## config.mk

```make
export PLATFORM = sky130hd
export DESIGN_NAME = ctbsa_top
export DESIGN_NICKNAME = d
export VERILOG_FILES = /design/src/ctbsa_pkg.sv /design/src/ctbsa_top.sv
export SDC_FILE = /design/constraint.sdc
export NUM_CORES = 1
export LEC_CHECK = 0
export BUFFER_PORTS_ARGS = -buffer_cell sky130_fd_sc_hd__buf_4
export CAP_MARGIN = 20
export CELL_PAD_IN_SITES_DETAIL_PLACEMENT = 1
export CELL_PAD_IN_SITES_GLOBAL_PLACEMENT = 2
export CORE_MARGIN = 3
export CORE_UTILIZATION = 23
export CTS_CLUSTER_DIAMETER = 200
export DETAILED_ROUTE_END_ITERATION = 16
export PLACE_DENSITY_LB_ADDON = 0.1
export SLEW_MARGIN = 10
export SYNTH_ARGS = -nofsm -noshare
export SYNTH_HDL_FRONTEND = slang
export SYNTH_SLANG_ARGS = --single-unit
```

## constraint.sdc

```tcl
create_clock -name i_sys_clk -period 1.45 [get_ports i_sys_clk]
set_input_delay 0.2175 -clock i_sys_clk [delete_from_list [all_inputs] [get_ports i_sys_clk]]
set_output_delay 0.2175 -clock i_sys_clk [all_outputs]
set_load 0.01 [all_outputs]
```

## src/ctbsa_pkg.sv

```systemverilog
package ctbsa_pkg;

	// ------------------------------------------------------------
	// Register map (byte addresses, one word each)
	// ------------------------------------------------------------
	localparam int ADDR_W = 5;
	localparam logic [ADDR_W-1:0] OFS_EMPTY_FLAGS = 5'h00;
	localparam logic [ADDR_W-1:0] OFS_IRQ_ENABLES = 5'h04;
	localparam logic [ADDR_W-1:0] OFS_ABORT_REQS = 5'h08;
	localparam logic [ADDR_W-1:0] OFS_ABORT_ACKS = 5'h0c;
	localparam logic [ADDR_W-1:0] OFS_CONTROL = 5'h10;
	localparam logic [ADDR_W-1:0] OFS_STATUS = 5'h14;
	localparam logic [ADDR_W-1:0] OFS_SENSITIVITY = 5'h18;

	// ------------------------------------------------------------
	// Field layout and reset values
	// ------------------------------------------------------------
	localparam int NUM_BUF = 3;
	localparam logic [NUM_BUF-1:0] RST_EMPTY_FLAGS = 3'h7;
	localparam logic [NUM_BUF-1:0] RST_IRQ_ENABLES = 3'h0;
	localparam logic [NUM_BUF-1:0] RST_ABORT_REQS = 3'h0;
	localparam logic [NUM_BUF-1:0] RST_ABORT_ACKS = 3'h0;
	localparam logic [3:0] RST_CONTROL = 4'h1;
	localparam logic [3:0] RST_SENSITIVITY = 4'h0;
	localparam int CTL_INIT_REQ = 0;
	localparam int CTL_LISTEN = 1;
	localparam int CTL_WAKE_IRQ_EN = 2;
	localparam int CTL_WAKE_FN_EN = 3;
	localparam int STA_INIT_ACK = 0;
	localparam int STA_RX_LSB = 2;
	localparam int STA_TX_LSB = 4;
	localparam int STA_CHANGE_FLAG = 6;
	localparam int SENS_TX_LSB = 2;
	localparam int SENS_RX_LSB = 4;

	// ------------------------------------------------------------
	// Error state codes and sensitivity levels
	// ------------------------------------------------------------
	localparam logic [1:0] ST_OK = 2'h0;
	localparam logic [1:0] ST_WARN = 2'h1;
	localparam logic [1:0] ST_ERR = 2'h2;
	localparam logic [1:0] ST_BUS_OFF = 2'h3;
	localparam logic [1:0] SENS_NONE = 2'h0;
	localparam logic [1:0] SENS_BUS_OFF = 2'h1;
	localparam logic [1:0] SENS_ERR = 2'h2;
	localparam logic [1:0] SENS_ALL = 2'h3;

endpackage

```

## src/ctbsa_top.sv

```systemverilog
// Summary of operation
// - One empty flag per transmit buffer; 1 empty, 0 holds a message awaiting send.
// - Successful transmission of a buffer's message sets its empty flag.
// - A granted abort of a buffer's transmission also sets its empty flag.
// - Empty flag and its enable both set keep that buffer's interrupt pending.
// - Clearing an empty flag also clears that buffer's abort acknowledge.
// - Setting an empty flag clears that buffer's abort request at once.
// - In listen-only mode empty flags cannot be cleared; no transmission starts.
// - Buffer contents are blocked while the buffer is scheduled for transmission.
// - Empty flag writes: 1 clears, 0 leaves; only outside initialization.
// - In initialization the four transmit registers stay at reset values.
// - Enables and abort requests read anytime, written only outside initialization.
// - Each enable bit lets its buffer's empty condition raise the interrupt.
// - Software sets an abort request bit; it stays pending at 1.
// - Abort granted only before transmission starts or after a failed attempt.
// - Granted abort sets empty flag and abort acknowledge, raising enabled interrupt.
// - Writing 0 to abort requests is ignored; software cannot withdraw them.
// - Abort acknowledge is read-only; 1 aborted, 0 sent anyway.
// - Transmitter leaving bus-off for ok forces receiver state to ok.
// - Sensitivity codes: 00 none, 01 bus-off, 10 error or bus-off, 11 all.
module ctbsa_top (
	// Clock and reset
	input wire logic i_sys_clk,
	input wire logic i_reset_n,
	// Avalon-MM slave
	input wire logic [ctbsa_pkg::ADDR_W-1:0] i_avs_address,
	input wire logic i_avs_read,
	input wire logic i_avs_write,
	input wire logic [31:0] i_avs_writedata,
	input wire logic [3:0] i_avs_byteenable,
	output logic [31:0] o_avs_readdata,
	output logic o_avs_waitrequest,
	// Transmit engine
	input wire logic [ctbsa_pkg::NUM_BUF-1:0] i_tx_sent,
	input wire logic [ctbsa_pkg::NUM_BUF-1:0] i_tx_active,
	input wire logic [ctbsa_pkg::NUM_BUF-1:0] i_tx_failed,
	output logic [ctbsa_pkg::NUM_BUF-1:0] o_tx_pending,
	output logic [ctbsa_pkg::NUM_BUF-1:0] o_buf_blocked,
	// Protocol state
	input wire logic i_init_acknowledge,
	input wire logic [1:0] i_rx_state,
	input wire logic [1:0] i_tx_state,
	output logic o_init_request,
	output logic o_listen_only,
	output logic o_wakeup_irq_enable,
	output logic o_wakeup_function_enable,
	// Interrupt requests
	output logic o_tx_irq,
	output logic o_status_change_irq
);
	import ctbsa_pkg::*;

	// Decide whether a state change matters at the chosen sensitivity
	function automatic logic change_hits(input logic [1:0] sens, input logic [1:0] old_st,
		input logic [1:0] new_st);
		logic differs;
		differs = (old_st != new_st);
		unique case (sens)
			SENS_NONE: change_hits = 1'b0;
			SENS_BUS_OFF: change_hits = differs && (old_st == ST_BUS_OFF || new_st == ST_BUS_OFF);
			SENS_ERR: change_hits = differs && (old_st >= ST_ERR || new_st >= ST_ERR);
			SENS_ALL: change_hits = differs;
		endcase
	endfunction

	// ------------------------------------------------------------
	// State
	// ------------------------------------------------------------
	logic [NUM_BUF-1:0] tx_empty_flags;
	logic [NUM_BUF-1:0] tx_empty_irq_enables;
	logic [NUM_BUF-1:0] tx_abort_requests;
	logic [NUM_BUF-1:0] tx_abort_acks;
	logic [3:0] control;
	logic [3:0] sensitivity;
	logic [1:0] receiver_state_code;
	logic [1:0] tx_state_code;
	logic status_change_irq_flag;
	logic bus_ack;
	logic [NUM_BUF-1:0] next_empty_flags;
	logic [NUM_BUF-1:0] next_irq_enables;
	logic [NUM_BUF-1:0] next_abort_requests;
	logic [NUM_BUF-1:0] next_abort_acks;
	logic [1:0] next_rx_state;
	logic next_status_flag;

	// ------------------------------------------------------------
	// Bus decode
	// ------------------------------------------------------------
	// Every access waits exactly one cycle so read data can be registered
	wire bus_req = i_avs_read | i_avs_write;
	wire wr_commit = i_avs_write & bus_ack & i_avs_byteenable[0];
	wire [7:0] wr_byte = i_avs_writedata[7:0];
	wire wr_flags = wr_commit && i_avs_address == OFS_EMPTY_FLAGS;
	wire wr_enables = wr_commit && i_avs_address == OFS_IRQ_ENABLES;
	wire wr_aborts = wr_commit && i_avs_address == OFS_ABORT_REQS;
	wire wr_control = wr_commit && i_avs_address == OFS_CONTROL;
	wire wr_status = wr_commit && i_avs_address == OFS_STATUS;
	wire wr_sens = wr_commit && i_avs_address == OFS_SENSITIVITY;
	assign o_avs_waitrequest = bus_req & ~bus_ack;

	// ------------------------------------------------------------
	// Mode qualifiers
	// ------------------------------------------------------------
	wire init_active = control[CTL_INIT_REQ] & i_init_acknowledge;
	wire init_idle = ~control[CTL_INIT_REQ] & ~i_init_acknowledge;
	wire listen_only = control[CTL_LISTEN];

	// ------------------------------------------------------------
	// Transmit buffer flag logic
	// ------------------------------------------------------------
	// Grant only to scheduled buffers not yet on the bus, or after a failed try
	wire [NUM_BUF-1:0] abort_grant = tx_abort_requests & ~tx_empty_flags &
		(~i_tx_active | i_tx_failed);
	wire [NUM_BUF-1:0] empty_set = (i_tx_sent & ~tx_empty_flags) | abort_grant;
	// Clears are dropped in listen-only mode and in any part of initialization
	wire [NUM_BUF-1:0] empty_clr = (wr_flags && init_idle && !listen_only) ?
		wr_byte[NUM_BUF-1:0] : '0;
	wire [NUM_BUF-1:0] abort_set = (wr_aborts && init_idle) ?
		wr_byte[NUM_BUF-1:0] & ~tx_empty_flags : '0;

	// Per-buffer next values; a hardware set always wins over a software clear
	generate
		for (genvar b = 0; b < NUM_BUF; b++) begin : g_buf
			assign next_empty_flags[b] = init_active ? RST_EMPTY_FLAGS[b] :
				(tx_empty_flags[b] & ~empty_clr[b]) | empty_set[b];
			assign next_abort_requests[b] = init_active ? RST_ABORT_REQS[b] :
				(tx_abort_requests[b] | abort_set[b]) & ~empty_set[b];
			assign next_abort_acks[b] = init_active ? RST_ABORT_ACKS[b] :
				(tx_abort_acks[b] & ~empty_clr[b]) | abort_grant[b];
			assign next_irq_enables[b] = init_active ? RST_IRQ_ENABLES[b] :
				((wr_enables && init_idle) ? wr_byte[b] : tx_empty_irq_enables[b]);
		end
	endgenerate

	// Transmit flag registers
	always_ff @(posedge i_sys_clk or negedge i_reset_n) begin
		if (!i_reset_n) begin
			tx_empty_flags <= RST_EMPTY_FLAGS;
			tx_empty_irq_enables <= RST_IRQ_ENABLES;
			tx_abort_requests <= RST_ABORT_REQS;
			tx_abort_acks <= RST_ABORT_ACKS;
		end else begin
			tx_empty_flags <= next_empty_flags;
			tx_empty_irq_enables <= next_irq_enables;
			tx_abort_requests <= next_abort_requests;
			tx_abort_acks <= next_abort_acks;
		end
	end

	// Scheduling view for the engine and the buffer access path
	assign o_tx_pending = (listen_only || init_active) ? '0 : ~tx_empty_flags;
	assign o_buf_blocked = ~tx_empty_flags;
	assign o_tx_irq = |(tx_empty_flags & tx_empty_irq_enables);

	// ------------------------------------------------------------
	// Error state tracking and status change flag
	// ------------------------------------------------------------
	// Bus-off to ok on the transmitter drags the receiver back to ok too
	wire tx_recovered = tx_state_code == ST_BUS_OFF && i_tx_state == ST_OK;
	wire [1:0] rx_seen = tx_recovered ? ST_OK : i_rx_state;
	// Codes freeze while a change is pending so software sees what fired
	wire state_update = ~status_change_irq_flag;
	// The register packs the two codes as {rx, tx}, two bits lower than on the bus
	wire [1:0] rx_sens = sensitivity[SENS_RX_LSB-2 +: 2];
	wire [1:0] tx_sens = sensitivity[SENS_TX_LSB-2 +: 2];
	wire change_event = state_update &&
		(change_hits(rx_sens, receiver_state_code, rx_seen) ||
		change_hits(tx_sens, tx_state_code, i_tx_state));
	assign next_rx_state = state_update ? rx_seen : receiver_state_code;
	assign next_status_flag = change_event |
		(status_change_irq_flag & ~(wr_status & wr_byte[STA_CHANGE_FLAG]));

	// Status registers
	always_ff @(posedge i_sys_clk or negedge i_reset_n) begin
		if (!i_reset_n) begin
			receiver_state_code <= ST_OK;
			tx_state_code <= ST_OK;
			status_change_irq_flag <= 1'b0;
		end else begin
			receiver_state_code <= next_rx_state;
			tx_state_code <= state_update ? i_tx_state : tx_state_code;
			status_change_irq_flag <= next_status_flag;
		end
	end

	// Control and sensitivity; writable in any mode so init can be left
	always_ff @(posedge i_sys_clk or negedge i_reset_n) begin
		if (!i_reset_n) begin
			control <= RST_CONTROL;
			sensitivity <= RST_SENSITIVITY;
		end else begin
			control <= wr_control ? wr_byte[3:0] : control;
			sensitivity <= wr_sens ? {wr_byte[SENS_RX_LSB +: 2], wr_byte[SENS_TX_LSB +: 2]} :
				sensitivity;
		end
	end

	assign o_init_request = control[CTL_INIT_REQ];
	assign o_listen_only = listen_only;
	assign o_wakeup_irq_enable = control[CTL_WAKE_IRQ_EN];
	assign o_wakeup_function_enable = control[CTL_WAKE_FN_EN];
	assign o_status_change_irq = status_change_irq_flag;

	// ------------------------------------------------------------
	// Read path
	// ------------------------------------------------------------
	// Unmapped addresses read zero; abort acknowledge has no write path
	wire [7:0] status_byte = {1'b0, status_change_irq_flag, tx_state_code,
		receiver_state_code, 1'b0, i_init_acknowledge};
	wire [7:0] read_mux =
		(i_avs_address == OFS_EMPTY_FLAGS) ? {5'h00, tx_empty_flags} :
		(i_avs_address == OFS_IRQ_ENABLES) ? {5'h00, tx_empty_irq_enables} :
		(i_avs_address == OFS_ABORT_REQS) ? {5'h00, tx_abort_requests} :
		(i_avs_address == OFS_ABORT_ACKS) ? {5'h00, tx_abort_acks} :
		(i_avs_address == OFS_CONTROL) ? {4'h0, control} :
		(i_avs_address == OFS_STATUS) ? status_byte :
		(i_avs_address == OFS_SENSITIVITY) ? {2'h0, sensitivity, 2'h0} : 8'h00;

	// Bus handshake and registered read data
	always_ff @(posedge i_sys_clk or negedge i_reset_n) begin
		if (!i_reset_n) begin
			bus_ack <= 1'b0;
			o_avs_readdata <= 32'h0000_0000;
		end else begin
			bus_ack <= bus_req & ~bus_ack;
			o_avs_readdata <= (i_avs_read && !bus_ack) ? {24'h00_0000, read_mux} : o_avs_readdata;
		end
	end
endmodule

```

==> results.py <==
metrics = {
    "power_and_ir_drop": {
        "seqPwrFrac": 0.374,
        "pwr-share-clk": 0.375,
        "p_total_mw": 2.82,
        "power_leakage_nw": 1.52,
        "p_switching_uw": 780,
        "p_int_mw": 2.04,
        "power_density_mw_per_mm2": 901,
        "peakVddDrop_v": 0.000373,
        "switching_share": 0.277,
        "combPwrFrac": 0.252,
    },
    "floorplanning": {
        "core-area_mm2": 0.00881,
        "rows": 34,
        "dieWidth_um": 101,
        "io_pins": 104,
        "start_util": 0.238,
        "die_y_um": 101,
        "dieArea_mm2": 0.0103,
    },
    "synth": {
        "syn_avg_cell_area_um2": 8.89,
        "ys_seq_area_frac": 0.396,
        "synthFlopType": "dfrtp_1",
        "synth_common_cells": "33 x nand2_1, 29 x dfrtp_1, 26 x buf_4",
        "ys_ff_latch": 33,
        "netlist.area_leader.share": 0.346,
        "synthCells": 236,
        "async_flop_share": 1.00,
        "synth_area_leaders": "dfrtp_1 35%, buf_4 9.3%, nand2_1 5.9%",
        "synth_top_area_cell": "dfrtp_1",
        "synth_warnings": 0,
        "synth.distinct_cells": 46,
        "yosys.cell_count.top_type": "nand2_1",
        "synth_edf_count": 0,
        "syn_area_mm2": 0.00210,
    },
    "timing": {
        "setup_viol": 8,
        "drv_slew": 0,
        "fin_crit_ns": 1.58,
        "hold_viol": 0,
        "period_share": 1.09,
        "fmax_mhz": 635,
        "rsz0062_at_grt": "true",
        "skew_ns": 0.00773,
        "setup_ws_ns": -0.126,
    },
    "layout": {
        "nFillCells": 1034,
        "nets": 394,
        "drive_above_1_share": 0.445,
        "multi_input_area_mm2": 0.00121,
        "fin_area_mm2": 0.00313,
        "seq_area_um2": 831,
        "syn2layout_area_growth_pct": 49.2,
        "insertedDiodeCount": 0,
    },
    "routing": {
        "avgViaCountPerCell": 4.42,
        "drt_drc_violations_left": 0,
        "drt_iter0_markers": 64,
        "antenna_left": 0,
        "drt_pass1_iterations": 4,
        "vias": 1938,
        "wire_per_inst_um": 15.1,
        "wl_mm": 6.60,
    },
    "setup_path": {
        "critPathTopFamily": "flip-flops",
        "path_class": "register to primary output",
        "worst-path-buf-inv": 3,
        "crit_fanout": 4,
        "critical_path_arrival_ns": 1.36,
        "crit_chain": "buf_6, and2_4, buf_6, nor3_4, buf_6",
        "crit_path_end_kind": "primary output",
        "required_ns": 1.23,
        "cp_common_cell": "buf_6",
        "start_kind": "register",
        "cpPeakStageDelay_ns": 0.55,
        "crit_slowest_cell": "dfstp_2",
    },
    "clock_tree": {
        "clock_path_buffers": 2,
        "clk_latency_ns": 0.29,
        "cts-root-buf": "clkbuf_8",
        "path_clk_slew_ns": 0.08,
        "cts_tree": "yes",
        "cts_htree_levels": 2,
        "cts_made_buffers": 5,
        "cts.sinks": 33,
    },
    "job": {
        "maxCapViolCount": 0,
    },
    "global_route": {
        "grtUsageTotal": 0.129,
        "antenna_found_initial": 0,
        "grt_pass1_wl_mm": 10.4,
        "grt_max_degree": 34,
        "overflow": 0,
        "grt_pass1_vias": 2058,
    },
    "status": {
        "status": "complete, but fails checks",
        "failed_checks": "negative setup slack",
    },
    "hold_path": {
        "min_path_type": "input pin to register",
    },
    "placement": {
        "portBuffers": 50,
        "place_area_mm2": 0.00274,
        "dp_hpwl_mm": 5.07,
        "routabilityCongestion": 0.741,
    },
}
-- final timing paths --
path                                  endpoint  depth (start not counted)                from  slack, ns
hold / removal                  sensitivity[2]                          3  i_avs_writedata[4]       0.13
setup reg to reg           o_status_change_irq                          6      sensitivity[3]      -0.06
hold reg to reg              o_avs_readdata[4]                          1   o_avs_readdata[4]       0.51
max in group asynchronous           control[0]                          2           i_reset_n       0.68
setup / recovery               o_tx_pending[0]                          5          control[0]      -0.13
min in group asynchronous    o_avs_readdata[1]                          2           i_reset_n       0.42
-- registers in the layout, indices dropped and copies added, names as in the netlist --
signal,count
tx_abort_acks,3
tx_state_code,2
tx_abort_requests,3
control,4
tx_empty_irq_enables,3
o_status_change_irq,1
tx_empty_flags,3
bus_ack,1
sensitivity,4
o_avs_readdata,7
receiver_state_code,2
-- worst register-to-register path: cells and delay by family, from the launching register on --
family,cells,cell delay [ns]
AOI/OAI and AO/OA,4,0.54
adders and majority gates,1,0.17
and+or+nand+nor,1,0.21
DFF,1,0.43
-- power by group through the flow --
stage	clock network, mW	registers, mW	logic, mW
6_report	1.06	1.05	0.710
5_1_grt	1.12	1.07	0.789
4_1_cts	1.07	1.05	0.680
3_5_place_dp	0	1.07	0.620
3_3_place_gp	0	1.06	0.614
2_1_floorplan	0	1.08	0.311
-- per-layer routing --
layer	wire length, µm	GRT usage
met1	3350	0.186
met2	2900	0.203
met3	294	0.0213
met4	54	0.0245
met5	0	0
-- final cells by class --
type,count,area share
clock buffer,5,0.0220
tap,108,0.0432
timing repair buffer,95,0.245
inverter,15,0.0180
multi-input combinational,179,0.386
clock inverter,3,0.0208
sequential,33,0.266
-- cell usage in the layout, fill, tap and decap left out, types with 2 or more instances in the layout --
cell type  Yosys  routed
inv_2          0       4
clkbuf_8       0       5
a21oi_2        0       2
nor3_4         1       4
a221oi_1       4       2
dfstp_2        4       4
o21ai_0       15      14
dfrtp_1       29      29
a31oi_1        5       5
a21oi_1        8       6
inv_1         15      11
and2_4         0       4
nand2_1       33      31
or3_4          0       2
a221oi_2       0       2
nor2b_1        2       2
ha_1           6       3
conb_1         1      25
nor2_1        17      16
xnor2_1        2       2
bufinv_16      0       2
mux2_2         6       6
ha_4           0       2
o22ai_1        3       2
nand2_2        0       2
buf_6          1      10
o21bai_1       3       3
nor3_2         2       2
nand2b_1       3       3
nor3_1         7       4
o211ai_1       4       4
buf_4         26      83
a22o_1         4       4
mux2i_1        5       4
-- cells by family after synthesis --
kind of cell,synth area share
multiplexers,0.0561
AND/OR/NAND/NOR,0.190
flip-flops,0.396
AO/OA/AOI/OAI,0.175
adder cells (fa/ha/maj),0.0358
buffers and inverters,0.137
other,0.00179
XOR/XNOR,0.00835
-- repair_timing --
action,in CTS,in global routing
pin swaps,5,12
gates resized for setup,14,28
setup endpoints to repair,16,23
hold buffers,1,0
cloned,0,0
hold endpoints to repair,29,0
setup buffers,7,2
-- metrics by stage --
stage	setup TNS [ns]	hold slack (ns)	utilization	worst slack [ns]	std cells
global placement	-2.28	0.211	0.311	-0.331	420
finish	-0.489	0.131	0.355	-0.126	438
floorplan	0	-0.0781	-	0.0277	260
CTS	-1.10	0.130	0.341	-0.139	436
detailed placement	-2.41	0.203	0.311	-0.338	420
global route	-1.19	0.133	0.355	-0.185	438
No activity file was read; power rests on OpenSTA's default activity.
